### config.mk
export PLATFORM = sky130hd
export DESIGN_NAME = mem_lane_steer
export DESIGN_NICKNAME = d
export VERILOG_FILES = /design/src/mem_steer_pkg.sv /design/src/mem_lane_steer.sv /design/src/steer_fifo.sv
export SDC_FILE = /design/constraint.sdc
export NUM_CORES = 1
export LEC_CHECK = 0
export BUFFER_PORTS_ARGS = -buffer_cell sky130_fd_sc_hd__buf_4
export CAP_MARGIN = 10
export CORE_MARGIN = 10
export CORE_UTILIZATION = 53
export CTS_CLUSTER_DIAMETER = 200
export DETAILED_ROUTE_END_ITERATION = 7
export PLACE_DENSITY = 0.76
export SLEW_MARGIN = 30
export SYNTH_ARGS = -nofsm -noshare
export SYNTH_HDL_FRONTEND = slang
export SYNTH_SLANG_ARGS = --single-unit
### constraint.sdc
create_clock -name clk_i -period 2.7 [get_ports clk_i]
set_input_delay 0 -clock clk_i [delete_from_list [all_inputs] [get_ports clk_i]]
set_output_delay 0 -clock clk_i [all_outputs]
set_load 0.03 [all_outputs]
### src/mem_steer_pkg.sv
`default_nettype none
package mem_steer_pkg;
    // transfer size codes on the system bus
    localparam logic [2:0] SIZE_BYTE = 3'h0;
    localparam logic [2:0] SIZE_HALF = 3'h1;
    localparam logic [2:0] SIZE_WORD = 3'h2;
    // external memory width codes
    localparam logic [1:0] WIDTH_8   = 2'h0;
    localparam logic [1:0] WIDTH_16  = 2'h1;
    localparam logic [1:0] WIDTH_32  = 2'h2;
    // active-low byte-lane strobe patterns, unused lanes held high
    localparam logic [3:0] STB_NONE      = 4'hF;
    localparam logic [3:0] STB_WORD      = 4'h0;
    localparam logic [3:0] STB_HALF_HI   = 4'h3;
    localparam logic [3:0] STB_HALF_LO   = 4'hC;
    localparam logic [3:0] STB_LANE_ONE  = 4'h1;
    localparam logic [3:0] STB8_LANE0    = 4'hE;
    localparam logic [3:0] STB16_HALF    = 4'hC;
    localparam logic [3:0] STB16_HI_BYTE = 4'hD;
    localparam logic [3:0] STB16_LO_BYTE = 4'hE;
    // index of the last external access of a split transfer
    localparam logic [1:0] LAST_OF_4 = 2'h3;
    localparam logic [1:0] LAST_OF_2 = 2'h1;
    localparam logic [1:0] LAST_OF_1 = 2'h0;
    // request word: write, size, addr, width, wdata
    localparam int REQ_W      = 40;
    localparam int FIFO_DEPTH = 4;
    typedef enum logic [1:0] {ST_IDLE, ST_RUN, ST_RESP} state_type;
endpackage
`default_nettype wire

### src/mem_lane_steer.sv
// What this block does
// - 32-bit byte read: strobes 0111/1011/1101/1110 by address; matching lane returned.
// - word write to 8-bit memory: four accesses at 11,10,01,00, each byte on [7:0].
// - halfword write to 8-bit memory: 11 then 10, or 01 then 00.
// - 8-bit byte write uses system address; the single strobe is always active.
// - word write to 16-bit memory: upper half at 1, then lower at 0, strobes 00.
// - 16-bit halfword and byte writes: address bit, strobes 00 for halfword, 01/10 for byte, odd byte high.
// - 32-bit writes pass data; strobes 0000, 0011/1100, 0111/1011/1101/1110 by size.
`timescale 1ns/1ns
`default_nettype none
module mem_lane_steer
(
    input  wire logic        clk_i,
    input  wire logic        reset_n_i,
    input  wire logic        req_valid_i,
    output logic             req_ready_o,
    input  wire logic        req_write_i,
    input  wire logic [2:0]  req_size_i,
    input  wire logic [1:0]  req_addr_i,
    input  wire logic [31:0] req_wdata_i,
    input  wire logic [1:0]  mem_width_i,
    output logic             ext_valid_o,
    input  wire logic        ext_ready_i,
    output logic             ext_write_o,
    output logic      [1:0]  external_addr_low_o,
    output logic      [3:0]  byte_lane_strobe_n_o,
    output logic      [31:0] ext_wdata_o,
    input  wire logic [31:0] ext_rdata_i,
    output logic             resp_valid_o,
    output logic             resp_write_o,
    output logic      [31:0] resp_rdata_o
);
    typedef struct packed {
        mem_steer_pkg::state_type state;
        logic                     write;
        logic [2:0]               size;
        logic [1:0]               addr;
        logic [1:0]               width;
        logic [31:0]              wdata;
        logic [1:0]               beat;
        logic [1:0]               last;
        logic [1:0]               addr_low;
        logic [3:0]               strobe_n;
        logic [31:0]              ext_wdata;
        logic [31:0]              rdata;
    } steer_type;

    localparam steer_type RESET_STATE = '{state: mem_steer_pkg::ST_IDLE,
                                          strobe_n: mem_steer_pkg::STB_NONE,
                                          default: '0};

    steer_type steer_q;
    steer_type steer_d;
    logic      f_valid;
    logic      f_pop;
    logic [mem_steer_pkg::REQ_W-1:0] f_data;
    logic [5:0] map;

    // number of external accesses, minus one
    function automatic logic [1:0] last_beat(input logic [1:0] width, input logic [2:0] size);
        logic [1:0] r;
        r = mem_steer_pkg::LAST_OF_1;
        if (width == mem_steer_pkg::WIDTH_8)
        begin
            if (size == mem_steer_pkg::SIZE_HALF) r = mem_steer_pkg::LAST_OF_2;
            else if (size != mem_steer_pkg::SIZE_BYTE) r = mem_steer_pkg::LAST_OF_4;
        end
        else if (width == mem_steer_pkg::WIDTH_16 && size != mem_steer_pkg::SIZE_BYTE
                 && size != mem_steer_pkg::SIZE_HALF)
        begin
            r = mem_steer_pkg::LAST_OF_2;
        end
        return r;
    endfunction

    // low external address and strobes of one access
    function automatic logic [5:0] beat_map(input logic [1:0] width, input logic [2:0] size,
                                            input logic [1:0] addr, input logic [1:0] beat);
        logic [1:0] a;
        logic [3:0] s;
        a = addr;
        s = mem_steer_pkg::STB_WORD;
        if (width == mem_steer_pkg::WIDTH_8)
        begin
            s = mem_steer_pkg::STB8_LANE0;
            if (size == mem_steer_pkg::SIZE_HALF) a = {addr[1], ~beat[0]};
            else if (size != mem_steer_pkg::SIZE_BYTE) a = ~beat;
        end
        else if (width == mem_steer_pkg::WIDTH_16)
        begin
            s = mem_steer_pkg::STB16_HALF;
            a = {1'b0, addr[1]};
            if (size == mem_steer_pkg::SIZE_BYTE)
                s = addr[0] ? mem_steer_pkg::STB16_HI_BYTE : mem_steer_pkg::STB16_LO_BYTE;
            else if (size != mem_steer_pkg::SIZE_HALF)
                a = {1'b0, ~beat[0]};
        end
        else if (size == mem_steer_pkg::SIZE_HALF)
        begin
            s = addr[1] ? mem_steer_pkg::STB_HALF_HI : mem_steer_pkg::STB_HALF_LO;
        end
        else if (size == mem_steer_pkg::SIZE_BYTE)
        begin
            s = ~(mem_steer_pkg::STB_LANE_ONE << addr);
        end
        return {a, s};
    endfunction

    // system data placed on the external lanes
    function automatic logic [31:0] beat_wdata(input logic [1:0] width, input logic [1:0] a,
                                               input logic [31:0] wdata);
        logic [31:0] sh;
        sh = wdata;
        if (width == mem_steer_pkg::WIDTH_8)
            sh = {24'h000000, 8'(wdata >> {a, 3'h0})};
        else if (width == mem_steer_pkg::WIDTH_16)
            sh = {16'h0000, 16'(wdata >> {a[0], 4'h0})};
        return sh;
    endfunction

    // external data merged into the system read word
    function automatic logic [31:0] merge_rdata(input logic [1:0] width, input logic [1:0] a,
                                                input logic [31:0] acc, input logic [31:0] ext);
        logic [31:0] r;
        r = acc;
        for (int i = 0; i < 4; i++)
        begin
            if (width == mem_steer_pkg::WIDTH_8 && a == 2'(i))
                r[i*8 +: 8] = ext[7:0];
        end
        for (int i = 0; i < 2; i++)
        begin
            if (width == mem_steer_pkg::WIDTH_16 && a[0] == 1'(i))
                r[i*16 +: 16] = ext[15:0];
        end
        if (width != mem_steer_pkg::WIDTH_8 && width != mem_steer_pkg::WIDTH_16)
            r = ext;
        return r;
    endfunction

    // request queue; engine stalls hold it full and push back on the source
    steer_fifo #(
        .WIDTH (mem_steer_pkg::REQ_W),
        .DEPTH (mem_steer_pkg::FIFO_DEPTH)
    ) u_fifo (
        .clk_i       (clk_i),
        .reset_n_i   (reset_n_i),
        .in_valid_i  (req_valid_i),
        .in_ready_o  (req_ready_o),
        .in_data_i   ({req_write_i, req_size_i, req_addr_i, mem_width_i, req_wdata_i}),
        .out_valid_o (f_valid),
        .out_ready_i (f_pop),
        .out_data_o  (f_data)
    );

    // outputs straight from the state register
    assign f_pop                = (steer_q.state == mem_steer_pkg::ST_IDLE);
    assign ext_valid_o          = (steer_q.state == mem_steer_pkg::ST_RUN);
    assign ext_write_o          = steer_q.write;
    assign external_addr_low_o  = steer_q.addr_low;
    assign byte_lane_strobe_n_o = steer_q.strobe_n;
    assign ext_wdata_o          = steer_q.ext_wdata;
    assign resp_valid_o         = (steer_q.state == mem_steer_pkg::ST_RESP);
    assign resp_write_o         = steer_q.write;
    assign resp_rdata_o         = steer_q.rdata;

    // sequencer: take a request, walk its accesses, then answer
    always_comb
    begin
        steer_d = steer_q;
        map     = '0;
        unique case (steer_q.state)
            mem_steer_pkg::ST_IDLE:
            begin
                if (f_valid)
                begin
                    {steer_d.write, steer_d.size, steer_d.addr, steer_d.width,
                     steer_d.wdata} = f_data;
                    steer_d.state = mem_steer_pkg::ST_RUN;
                    steer_d.beat  = '0;
                    steer_d.last  = last_beat(steer_d.width, steer_d.size);
                    steer_d.rdata = '0;
                end
            end
            mem_steer_pkg::ST_RUN:
            begin
                if (ext_ready_i)
                begin
                    if (!steer_q.write)
                        steer_d.rdata = merge_rdata(steer_q.width, steer_q.addr_low,
                                                    steer_q.rdata, ext_rdata_i);
                    if (steer_q.beat == steer_q.last)
                        steer_d.state = mem_steer_pkg::ST_RESP;
                    else
                        steer_d.beat = 2'(steer_q.beat + 1'b1);
                end
            end
            mem_steer_pkg::ST_RESP:
            begin
                steer_d.state = mem_steer_pkg::ST_IDLE;
            end
        endcase
        // present the current access, or idle strobes
        if (steer_d.state == mem_steer_pkg::ST_RUN)
        begin
            map               = beat_map(steer_d.width, steer_d.size, steer_d.addr, steer_d.beat);
            steer_d.addr_low  = map[5:4];
            steer_d.strobe_n  = map[3:0];
            steer_d.ext_wdata = beat_wdata(steer_d.width, map[5:4], steer_d.wdata);
        end
        else
        begin
            steer_d.strobe_n = mem_steer_pkg::STB_NONE;
        end
    end

    // state register
    always_ff @(posedge clk_i)
    begin
        if (!reset_n_i)
        begin
            steer_q <= RESET_STATE;
        end
        else
        begin
            steer_q <= steer_d;
        end
    end

    // shorthands for the checks
    logic run8;
    logic run16;
    logic run32;
    assign run8  = ext_valid_o && steer_q.width == mem_steer_pkg::WIDTH_8;
    assign run16 = ext_valid_o && steer_q.width == mem_steer_pkg::WIDTH_16;
    assign run32 = ext_valid_o && steer_q.width != mem_steer_pkg::WIDTH_8
                   && steer_q.width != mem_steer_pkg::WIDTH_16;
endmodule // mem_lane_steer
`default_nettype wire

### src/steer_fifo.sv
`timescale 1ns/1ns
`default_nettype none
module steer_fifo
#(
    parameter int WIDTH = 8,
    parameter int DEPTH = 4
)
(
    input  wire logic             clk_i,
    input  wire logic             reset_n_i,
    input  wire logic             in_valid_i,
    output logic                  in_ready_o,
    input  wire logic [WIDTH-1:0] in_data_i,
    output logic                  out_valid_o,
    input  wire logic             out_ready_i,
    output logic      [WIDTH-1:0] out_data_o
);
    localparam int PW = $clog2(DEPTH);
    localparam int CW = $clog2(DEPTH + 1);
    localparam logic [CW-1:0] FULL_COUNT = CW'(DEPTH);

    typedef struct packed {
        logic [DEPTH-1:0][WIDTH-1:0] mem;
        logic [PW-1:0]               wr_ptr;
        logic [PW-1:0]               rd_ptr;
        logic [CW-1:0]               count;
        logic                        out_valid;
        logic [WIDTH-1:0]            out_data;
    } fifo_type;

    fifo_type fifo_q;
    fifo_type fifo_d;
    logic     push;
    logic     load;

    // handshakes; head register refills when empty or drained
    assign in_ready_o  = (fifo_q.count != FULL_COUNT);
    assign out_valid_o = fifo_q.out_valid;
    assign out_data_o  = fifo_q.out_data;
    assign push        = in_valid_i && in_ready_o;
    assign load        = (fifo_q.count != '0) && (!fifo_q.out_valid || out_ready_i);

    // next state of storage, pointers and head register
    always_comb
    begin
        fifo_d = fifo_q;
        if (fifo_q.out_valid && out_ready_i)
        begin
            fifo_d.out_valid = 1'b0;
        end
        if (load)
        begin
            fifo_d.out_data  = fifo_q.mem[fifo_q.rd_ptr];
            fifo_d.out_valid = 1'b1;
            fifo_d.rd_ptr    = PW'(fifo_q.rd_ptr + 1'b1);
        end
        if (push)
        begin
            fifo_d.mem[fifo_q.wr_ptr] = in_data_i;
            fifo_d.wr_ptr             = PW'(fifo_q.wr_ptr + 1'b1);
        end
        if (push && !load)
        begin
            fifo_d.count = CW'(fifo_q.count + 1'b1);
        end
        else if (load && !push)
        begin
            fifo_d.count = CW'(fifo_q.count - 1'b1);
        end
    end

    // state register
    always_ff @(posedge clk_i)
    begin
        if (!reset_n_i)
        begin
            fifo_q <= '0;
        end
        else
        begin
            fifo_q <= fifo_d;
        end
    end
endmodule // steer_fifo
`default_nettype wire

After elaboration in Yosys (flattened, before gate mapping)
Index checks and enable logic that the tools add are counted.

storage, ports and cells
  bits in registers = 324
  memories kept = 0
  bits in read-only memories = 0
  word-level logic and storage cells = 152
  output and inout bits = 75
  input port bits = 76
  latch bits = 0
  RAM bits = 0

cells by class
  bitwise operators = 6
  $add $sub $neg = 5
  shift operators = 3
  equality and inequality tests = 23
  div/mod/pow operators = 0
  magnitude comparators = 3
  multiply operators = 0
  reductions and logical operators = 39
  mux-type cells = 48

operators with widths
  cell                 number
  $mux 32              6
  $bwmux 160           1
  $bmux 40 s2          1
  $demux 40 s2         1
  $mux 40              2
  $pmux 32 s2          1
  $mux 46              1
  $mux 41              1
  $mux 39              1
  $mux 16              2
  $mux 8               4
  $shr 32x5->16        1
  $shr 32x5->8         1
  $mux 2               14
  $reduce_and 5->1     4
  $mux 4               4
  $ne 4x1->1 const B   4
  $logic_and 1x1->1    15
  $eq 2x1->1 const B   6
  $logic_not 2->1      5
  $reduce_bool 3->1    3
  $reduce_bool 2->1    4
  $add 2x1->2 const B  3
  $eq 2x2->1 const B   3
  23 further kinds     39

Logic depth before layout (Yosys ltp)
Gate-level depths: netlist (run 1).

  depth after elaboration = 16
  depth in mapped cells = 13

By module
From an unflattened synthesis (run 1), not the netlist that was laid out.

unflattened totals
  cells, all modules = 1445
  area, all modules = 14577.7 µm²

by module, submodules not included
  module          instances  cells each  sequential area each (µm²)  area an instance (µm²)
  steer_fifo      1          796         4164.0                      8803.4
  mem_lane_steer  1          649         2322.2                      5774.3

Worst setup path after synthesis (run 1)
No wires, ideal clock.

  path type = flip-flop to flip-flop
  start point = reg steer_q[115] (netlist bit)
  end point = reg steer_q (netlist bit ext_wdata_o[7])
  required time = 2609 ps
  cell stages (with the launch flop) = 11
  path slack = -10 ps
  arrival time = 2619 ps
  path through = dfxtp_1 -> inv_1 -> ha_1 -> buf_2 -> nand4_1 -> o311a_1 -> o21a_1 -> buf_6 -> a2111oi_4 -> mux4_2 -> a311oi_1

on the way
  longest elaborated chain between the ends = 11

ends and longest elaborated chain
  element                 RTL line                                    text
  start, declared         mem_lane_steer.sv:52                        steer_type steer_q;
  start signal, assigned  mem_lane_steer.sv:226                       steer_q <= steer_d;
  $eq 2x1->1 *            n/a
  via ext_valid_o         mem_lane_steer.sv:22                        output logic ext_valid_o,
  $pmux 2 s2              mem_lane_steer.sv:172                       unique case (steer_q.state)
  $not 1->1               mem_lane_steer.sv:86, mem_lane_steer.sv:96
  $mux 1                  mem_lane_steer.sv:95                        else if (size != mem_steer_pkg::SIZE_HALF)
  $mux 1                  mem_lane_steer.sv:93                        if (size == mem_steer_pkg::SIZE_BYTE)
  $mux 2                  mem_lane_steer.sv:89                        else if (width == mem_steer_pkg::WIDTH_16)
  $mux 2                  mem_lane_steer.sv:83                        if (width == mem_steer_pkg::WIDTH_8)
  $mux 2                  mem_lane_steer.sv:204                       if (steer_d.state == mem_steer_pkg::ST_RUN)
  $shr 32x5->16           mem_lane_steer.sv:117                       sh = {16'h0000, 16'(wdata >> {a[0], 4'h0})};
  $mux 32                 mem_lane_steer.sv:116                       else if (width == mem_steer_pkg::WIDTH_16)
  $mux 32                 mem_lane_steer.sv:114                       if (width == mem_steer_pkg::WIDTH_8)

Mark *: on every way through the listed nets, which the timed path passes. The rest lies on a longest branch. The select of a mux whose other input is x is not followed.
A chain may end at the register's enable or synchronous reset.

Worst setup path in the final report (run 1)
  start point = reg steer_q[115] (netlist bit)
  end point = reg steer_q (netlist bit ext_wdata_o[12])

on the way
  longest elaborated chain between the ends = 11

ends and longest elaborated chain
  element                                               RTL line
  $logic_not 2->1 / $eq 2x1->1 (equally long branches)  mem_lane_steer.sv:172
  $mux 39 / $pmux 2 s2 (equally long branches)          mem_lane_steer.sv:172
  $ne 3x1->1 / $not 1->1 (equally long branches)        mem_lane_steer.sv:95, mem_lane_steer.sv:86, mem_lane_steer.sv:96
  $mux 1                                                mem_lane_steer.sv:95
  $mux 1                                                mem_lane_steer.sv:93
  $mux 2                                                mem_lane_steer.sv:89
  $mux 2                                                mem_lane_steer.sv:83
  $mux 2                                                mem_lane_steer.sv:204
  $shr 32x5->16                                         mem_lane_steer.sv:117
  $mux 32                                               mem_lane_steer.sv:116
  $mux 32                                               mem_lane_steer.sv:114

Parallel ways exist; a longest one is shown, timed or not. The select of a mux whose other input is x is not followed.

==> results.json, run 1 <==
{
  "cp-start-kind": "register",
  "grt_usage_pct": 21.1,
  "ioPinCount": 151,
  "crit_chain": "inv_1, ha_2, mux2i_2, o21ai_0, o311a_1, o21a_1, buf_12, mux4_2, a22o_1",
  "drive_above_1_share_pct": 18.6,
  "fin_crit_sh_pct": 96.0,
  "fin_worst_skew_ns": 0.00985,
  "worst_setup_hold_path_clk_slew_ns": 0.06,
  "synthCells": 1625,
  "drtPass1Iterations": 5,
  "cts_buffers": 35,
  "ys_ff_latch": 324,
  "arrival_ns": 2.99,
  "tightestPinTransition_ns": 0.863,
  "area_growth_pct": 20.3,
  "route.detailed.drc": 0,
  "grt_pass1_vias": 11625,
  "leakagePower_uw": 0.00674,
  "synth-edff-count": 0,
  "clock_latency_ns": 0.51,
  "setup_viol": 0,
  "ir_drop_v": 0.000528,
  "ctsHtreeMaxLevel": 2,
  "postSynthAreaPerCell_um2": 9.09,
  "rsz0062_at_grt": "false",
  "die-area_um2": 35000,
  "period_needed_ns": 2.59,
  "port_buffers": 150,
  "multi_input_area_um2": 7230,
  "grt_pass1_wl_mm": 61.5,
  "status": "finished, final reports clean",
  "overflow": 0,
  "die_h_um": 187,
  "finalPower_uw": 14000,
  "cts-root-buf": "clkbuf_16",
  "worstSetupEndpointType": "register",
  "drt_iter0_drc": 1162,
  "antenna_found_initial": 2,
  "hold_viol_final": 0,
  "grt_max_degree": 236,
  "power_density_nw_per_um2": 789,
  "drv_cap": 0,
  "route.detailed.wl_per_inst_um": 17.9,
  "hold_slack_ns": 0.126,
  "drv_slew": 0,
  "min_path_type": "in -> reg",
  "cts_tree": "built",
  "clock-sinks": 324,
  "ys_types": 52,
  "fp-row-count": 61,
  "clockBufferDepth": 3,
  "seq_area_um2": 6490,
  "ant_nets": 0,
  "critPathMaxFanout": 17,
  "crit_path_top_delay_cell": "mux4_2",
  "synth_ff_type": "dfxtp_1",
  "ys_warn_count": 0,
  "async_reset_ff_share_pct": 0,
  "initial_core_util_pct": 53.5,
  "num-fill-cells": 2269,
  "timing.fmax_ghz": 0.386,
  "via_count": 11886,
  "core_um2": 27600,
  "routabilityCongestion": 0.889,
  "slowest_delay_ns": 0.53,
  "hpwlAfterDp_mm": 24.2,
  "synth_area_um2": 14800,
  "worstPathRequired_ns": 3.10,
  "synth_nets": 1710,
  "path_class": "reg -> reg",
  "relSlewSlack_pct": 42.5,
  "synth-seq-area-share_pct": 43.9,
  "vias_per_cell": 5.51,
  "drt_wl_total_mm": 38.6,
  "die-width_um": 187,
  "nNetsFinal": 1839
}
critical path: cells and delay by family (launching register included):
| family | cells | cell delay [ns] |
|---|---|---|
| AOI/OAI and AO/OA | 4 | 0.88 |
| adders and majority gates | 1 | 0.28 |
| buffers and inverters | 2 | 0.34 |
| DFF | 1 | 0.32 |
| muxes | 2 | 0.64 |
metrics by stage:
step / worst slack, ns / util, % / cells / setup TNS [ns] / area (um2)
floorplan: 0.0698 / - / 1625 / 0 / 14800
global placement: 0.0815 / 57.2 / 2015 / 0 / 15800
detailed placement: -0.0119 / 57.2 / 2015 / -0.0290 / 15800
CTS: 0.0413 / 64.2 / 2154 / 0 / 17700
global route: 0.0115 / 64.3 / 2157 / 0 / 17800
finish: 0.108 / 64.3 / 2157 / 0 / 17800
what timing repair did:
item	4_1_cts	5_1_grt
setup endpoints to repair	8	15
hold buffers	79	0
gates resized for setup	4	3
setup buffers	0	1
hold endpoints to repair	229	0
pin swaps	0	1
final cells by class:
class,instances,area share (%)
clock inverters,8,0.239
clock buffers,52,6.09
diodes,2,0.0282
inverters,13,0.275
flip-flops and latches,324,36.5
multi-input cells,1096,40.7
repair buffers,284,13.5
well taps,378,2.66
per-layer routing:
layer	GRT usage, %	wire length, um	vias up
met3	3.62	2560	86
met1	28.2	17200	5670
met4	7.63	1060	0
met5	0	0	-
li1	-	-	5686
met2	33.7	17800	444
cells in the mapped netlist (12+ instances only):
cell type	number	area, um2
nand2_1	480	1800
o21ai_0	35	175
nand3_1	16	80.1
mux2i_1	73	731
buf_4	72	541
clkbuf_1	93	349
a22o_1	15	131
nor2_1	21	78.8
nor2b_1	62	388
a22oi_1	17	128
a21oi_1	18	90.1
mux4_2	55	1240
dfxtp_1	324	6490
a21boi_0	221	1660
buf_1	12	45.0
placed cells by master (no fill, tap or decap), types with 2 or more instances in the layout:
cell           synthesis  layout
a21boi_0             221     221
a21oi_1               18      16
a21oi_2                0       2
a221o_1                8       8
a22o_1                15      15
a22oi_1               17      17
a31oi_1                2       2
and2_1                10      10
and3_1                 5       5
buf_12                 0       5
buf_4                 72     198
buf_6                  7       2
clkbuf_1              93       5
clkbuf_16              0      37
clkbuf_8               0      10
clkinv_2               0       7
dfxtp_1              324     322
dfxtp_2                0       2
diode_2                0       2
dlygate4sd3_1          0      79
ha_1                   8       6
inv_1                 11      11
mux2i_1               73      72
mux4_2                55      55
nand2_1              480     479
nand2b_1               3       3
nand3_1               16      16
nor2_1                21      21
nor2b_1               62      61
nor3_1                11      11
o211a_1                3       3
o21a_1                 2       2
o21ai_0               35      35
o21ai_1                3       2
xnor2_1                5       5
xor2_1                 2       2
sequential cells by signal (all words and copies together) (netlist names), 2 cells and up:
register and cells:
steer_q 45, external_addr_low_o 2, u_fifo.out_data_o 40, ext_wdata_o 32, resp_rdata_o 32, byte_lane_strobe_n_o 4
u_fifo.fifo_q 167
kinds of logic after synthesis:
group,Yosys count,share of synthesized area [%]
fa+ha+maj,9,0.813
xor+xnor,7,0.415
simple gates,617,17.5
flops,324,43.9
compound gates,335,16.6
buf+inv,205,7.46
mux,128,13.3
path summary, 6_finish.rpt:
check                            to  depth (start not counted)            start  slack (ns)
hold reg to reg     ext_wdata_o[28]                          2  ext_wdata_o[28]        0.45
hold / removal    u_fifo.fifo_q[47]                          4      req_valid_i        0.13
setup / recovery    ext_wdata_o[12]                          9     steer_q[115]        0.11
setup reg to reg    ext_wdata_o[12]                          9     steer_q[115]        0.11
report_power, final:
| group | internal (uW) | switching (uW) |
|---|---|---|
| clock | 2760 | 1880 |
| sequential | 5170 | 299 |
| combinational | 1540 | 2370 |
Power figures use the tool's default switching activity.
==> run 2, diff against run 1 <==
ABC_AREA = 1   (was default)
==> results.json, run 2 <==
{
  "multi_input_area_um2": 6000,
  "initial_core_util_pct": 54.0,
  "routabilityCongestion": 0.891,
  "cp-start-kind": "register",
  "grt_max_degree": 93,
  "fp-row-count": 59,
  "port_buffers": 150,
  "path_class": "reg -> reg",
  "drt_wl_total_mm": 41.7,
  "setup_viol": 0,
  "ir_drop_v": 0.000629,
  "num-fill-cells": 2200,
  "async_reset_ff_share_pct": 0,
  "overflow": 0,
  "synth_ff_type": "dfxtp_1",
  "ctsHtreeMaxLevel": 2,
  "timing.fmax_ghz": 0.395,
  "drive_above_1_share_pct": 14.6,
  "layout_commonest_cell": "dfxtp_1",
  "route.detailed.drc": 0,
  "hpwlAfterDp_mm": 25.2,
  "grt_pass1_wl_mm": 66.6,
  "worst_setup_hold_path_clk_slew_ns": 0.06,
  "core_um2": 26100,
  "worstSetupEndpointType": "register",
  "nNetsFinal": 2046,
  "synthCells": 1868,
  "setup_tns_ns": 0,
  "finalPower_uw": 19400,
  "min_path_type": "in -> reg",
  "cts_buffers": 36,
  "rsz0062_at_grt": "false",
  "yosys-top-cells-count": "dfxtp_1, a21oi_1, o21ai_0",
  "postSynthAreaPerCell_um2": 7.56,
  "final_cell_mix": "dfxtp_1, a21oi_1, o21ai_0",
  "drv_cap": 0,
  "yosys.area.top_type_share_pct": 45.9,
  "die_h_um": 183,
  "period_needed_ns": 2.53,
  "fin_worst_skew_ns": 0.0145,
  "vias_per_cell": 5.72,
  "arrival_ns": 2.95,
  "clock_latency_ns": 0.52,
  "synth-edff-count": 0,
  "fin_crit_sh_pct": 93.9,
  "grt_pass1_vias": 12552,
  "synth_area_um2": 14100,
  "area_growth_pct": 20.6,
  "ys_types": 36,
  "ant_nets": 0,
  "synth-seq-area-share_pct": 45.9,
  "critPathMaxFanout": 18,
  "clockBufferDepth": 3,
  "via_count": 13325,
  "relSlewSlack_pct": 36.6,
  "hold_viol_final": 0,
  "die-width_um": 183,
  "drt_iter0_drc": 1453,
  "tightestPinTransition_ns": 0.951,
  "seq_area_um2": 6490,
  "drv_slew": 0,
  "synth_area_leaders": "dfxtp_1, a21oi_1, o21ai_0, nand2_1, nand3_1",
  "die-area_um2": 33600,
  "clock-sinks": 324,
  "ioPinCount": 151,
  "worstPathRequired_ns": 3.11,
  "antenna_found_initial": 5,
  "largest_register_ffs": 167,
  "ys_warn_count": 0,
  "cts-root-buf": "clkbuf_16",
  "grt_usage_pct": 23.8,
  "leakagePower_uw": 0.00683,
  "status": "finished, final reports clean",
  "synth_nets": 1953,
  "power_density_nw_per_um2": 1140,
  "ys_ff_latch": 324,
  "yosysTopAreaCell": "dfxtp_1",
  "top_register": "u_fifo.fifo_q",
  "drtPass1Iterations": 6,
  "synth_most_common_cell": "dfxtp_1",
  "cts_tree": "built",
  "route.detailed.wl_per_inst_um": 17.9
}
[run 2: cell count changes in the layout (fill, tap and decap cells not counted), moves of 46 or more]
cell,delta
a31oi_1,+48
inv_1,+125
a21oi_1,+278
nor2_1,+64
a21boi_0,-221
nand3_1,+132
mux4_2,-55
mux2i_1,-46
o21ai_0,+241
nor2b_1,-61
nand2_1,-265
[run 2: stage by stage]
step / area (um2) / worst slack, ns / utilization, % / instances / hold WS [ns]
after detailed placement: 14900 / 0.155 / 57.0 / 2175 / 0.301
after global placement: 14900 / 0.236 / 57.0 / 2175 / 0.289
after CTS: 17000 / 0.0419 / 65.0 / 2323 / 0.320
after floorplan: 14100 / 0.0787 / - / 1868 / 0.160
after global routing: 17000 / 0.0107 / 65.2 / 2328 / 0.346
final: 17000 / 0.165 / 65.2 / 2328 / 0.326
[run 2: logic make-up after synthesis]
logic type | share of synthesized area (%)
muxes | 1.91
adders and majority gates | 0.850
AOI/OAI and AO/OA | 24.4
DFF | 45.9
xor gates and xnor gates | 0.0620
and+or+nand+nor | 14.9
buffers and inverters | 11.9
[run 2: worst max-delay path: stages (launching register included)]
cell and delay [ns]:
dfxtp_1 0.37, inv_1 0.08, ha_2 0.22, nand2_4 0.16
buf_4 0.30, buf_4 0.36, mux2i_1 0.51, o21ai_0 0.16
nor2_1 0.11, nor2_1 0.05, nand2_1 0.06, inv_1 0.04
[run 2: worst paths after layout]
kind	start	end	slack (ns)	cells after the start
max	steer_q[114]	ext_wdata_o[1]	0.17	11
min	ext_rdata_i[2]	resp_rdata_o[2]	0.33	4
max reg2reg	steer_q[114]	ext_wdata_o[1]	0.17	11
min reg2reg	u_fifo.fifo_q[139]	u_fifo.fifo_q[139]	0.45	2
[run 2: final cells by class]
class | count | share of cell area [%]
Antenna cell | 4 | 0.0588
Inverter | 152 | 3.38
Clock buffer | 53 | 6.32
Clock inverter | 13 | 1.21
Tap cell | 335 | 2.46
Sequential cell | 324 | 38.1
Timing Repair Buffer | 267 | 13.3
Multi-Input combinational cell | 1180 | 35.2
[run 2: repair_timing]
| item | in CTS | in global routing |
|---|---|---|
| endpoints found under the hold margin | 208 | 0 |
| buffers inserted | 0 | 0 |
| setup endpoints to repair | 0 | 15 |
| gates resized for setup | 0 | 5 |
| hold buffers | 82 | 0 |
[run 2: report_power, final]
group | internal (uW) | switching (uW) | leakage (uW)
registers | 5700 | 580 | 0.00264
logic | 2510 | 5400 | 0.00355
clock network | 3260 | 1950 | 0.000631
[run 2: layer usage]
layer	part of all wire, %	wire [um]	track usage (%)
met5	0.022	9	0
met4	2.3	954	8.00
met3	7.4	3080	4.74
met2	46	19100	38.1
met1	45	18600	31.6
==> run 3, diff against run 2 <==
==> constraint.sdc (replaced) <==
create_clock -name clk_i -period 2.7 [get_ports clk_i]
set_input_delay 0.54 -clock clk_i [delete_from_list [all_inputs] [get_ports clk_i]]
set_output_delay 0.54 -clock clk_i [all_outputs]
set_load 0.03 [all_outputs]
==> results.json, run 3 (synthesis results as in run 2) <==
{
  "status": "finished, final reports clean",
  "final_cell_mix": "dfxtp_1, a21oi_1, o21ai_0",
  "ir_drop_v": 0.000730,
  "tightestPinTransition_ns": 0.827,
  "worst_setup_hold_path_clk_slew_ns": 0.06,
  "top_register": "u_fifo.fifo_q",
  "vias_per_cell": 5.67,
  "grt_usage_pct": 22.4,
  "ctsHoldBuffers": 0,
  "drtPass1Iterations": 5,
  "via_count": 12700,
  "core_um2": 26100,
  "overflow": 0,
  "hold_viol_final": 0,
  "final_area_um2": 16100,
  "timing.fmax_ghz": 0.407,
  "seqPwrFrac_pct": 33.6,
  "cts_buffers": 36,
  "routabilityCongestion": 0.903,
  "relSlewSlack_pct": 44.9,
  "hold_start": "ext_rdata_i[30]",
  "switching_share_pct": 41.1,
  "worstPathRequired_ns": 3.11,
  "cp-start-kind": "register",
  "rsz0062_at_grt": "false",
  "worstRegToRegCells": 18,
  "die-width_um": 183,
  "fp-row-count": 59,
  "worstSetupEndpointType": "register",
  "clock-sinks": 324,
  "rr_endpoint": "ext_wdata_o[2]",
  "die_h_um": 183,
  "ctsHtreeMaxLevel": 2,
  "rrSetupSlack_ns": 0.25,
  "num-fill-cells": 2359,
  "drive_above_1_share_pct": 14.6,
  "ant_nets": 0,
  "leakagePower_uw": 0.00643,
  "drv_cap": 0,
  "route.detailed.drc": 0,
  "place_area_um2": 14900,
  "path_class": "reg -> reg",
  "antenna_found_initial": 1,
  "initial_core_util_pct": 54.0,
  "layout_commonest_cell": "dfxtp_1",
  "grt_pass1_wl_mm": 62.5,
  "port_buffers": 150,
  "fin_worst_skew_ns": 0.0164,
  "hold_end": "resp_rdata_o[30]",
  "grt_max_degree": 171,
  "clockBufferDepth": 3,
  "arrival_ns": 2.87,
  "power_frac_clock_pct": 25.6,
  "p_int_uw": 10900,
  "nNetsFinal": 1963,
  "cts-root-buf": "clkbuf_16",
  "drt_wl_total_mm": 39.1,
  "ioPinCount": 151,
  "drv_slew": 0,
  "drt_iter0_drc": 1347,
  "largest_register_ffs": 167,
  "area_growth_pct": 13.7,
  "combPwrFrac_pct": 40.8,
  "cts_tree": "built",
  "hold-path-cell-count": 3,
  "die-area_um2": 33600,
  "clock_latency_ns": 0.52,
  "period_needed_ns": 2.45,
  "net-switching-power_uw": 7660,
  "grt_pass1_vias": 11912,
  "setup_viol": 0,
  "min_path_type": "in -> reg",
  "reg2reg_from": "steer_q[114]",
  "fin_crit_sh_pct": 90.9,
  "critPathMaxFanout": 22,
  "power_density_nw_per_um2": 1160,
  "route.detailed.wl_per_inst_um": 17.5,
  "setup_tns_ns": 0,
  "hpwlAfterDp_mm": 24.8
}
==> run 3: worst max path at each step <==
stage                                 start                 to  slack (ns)
final                          steer_q[114]     ext_wdata_o[2]        0.25
after global routing           steer_q[114]     ext_wdata_o[1]        0.01
after CTS                      steer_q[115]   resp_rdata_o[13]        0.20
after detailed placement       steer_q[114]     ext_wdata_o[2]        0.27
after global placement         steer_q[114]     ext_wdata_o[0]        0.37
after floorplan           u_fifo.fifo_q[41]  u_fifo.fifo_q[43]        0.08
==> run 3: worst max-delay path: stages (launching register included) <==
cell and delay (ns):
dfxtp_1 0.38, inv_1 0.08, ha_1 0.27, nand2_4 0.20, nand2_1 0.10, o21ai_2 0.10, nand2_1 0.14, inv_2 0.11
nand2_2 0.07, nand2_1 0.08, inv_2 0.04, nand2_4 0.08, nand3_4 0.23, nand2_1 0.13, o21ai_1 0.07, nand2_1 0.07
nand3_1 0.07, nand2_1 0.08, inv_1 0.03
==> run 3: power groups by stage <==
stage | Clock [uW] | Sequential (uW) | Combinational, uW
finish | 4760 | 6250 | 7600
floorplan | 0 | 6090 | 5920
global route | 4990 | 6340 | 8480
CTS | 4810 | 6240 | 7530
detailed placement | 0 | 6340 | 7470
global placement | 0 | 6320 | 7350
==> run 3: layout make-up <==
type	count	area, um2	area share, %
inverters	152	576	3.59
multi-input cells	1179	5970	37.2
diodes	1	2.50	0.0156
repair buffers	185	1460	9.09
clock buffers	53	1040	6.45
flip-flops and latches	324	6490	40.4
well taps	335	419	2.61
clock inverters	9	101	0.631
==> run 3: what timing repair did <==
item                                    in CTS  in global routing
endpoints found under the setup margin       0                  3
resized for setup                            0                  2
setup buffers                                0                  0
==> run 3: routing by layer <==
metal / vias up / global-route usage [%] / routed length [um]
met1: 5858 / 29.1 / 16900
met2: 499 / 35.5 / 17500
met3: 64 / 6.23 / 3930
met4: 0 / 6.59 / 746
li1: 6279 / - / -
met5: - / 0 / 0
==> run 3: per-stage QoR <==
step	setup WS (ns)	std cells	hold slack (ns)	utilization, %	power [uW]
5_1_grt	0.0115	2237	0.317	61.4	19800
6_report	0.246	2238	0.318	61.4	18600
4_1_cts	0.200	2237	0.301	61.4	18600
3_3_place_gp	0.375	2175	0.439	57.0	13700
2_1_floorplan	0.0787	1868	0.430	-	12000
3_5_place_dp	0.269	2175	0.444	57.0	13800
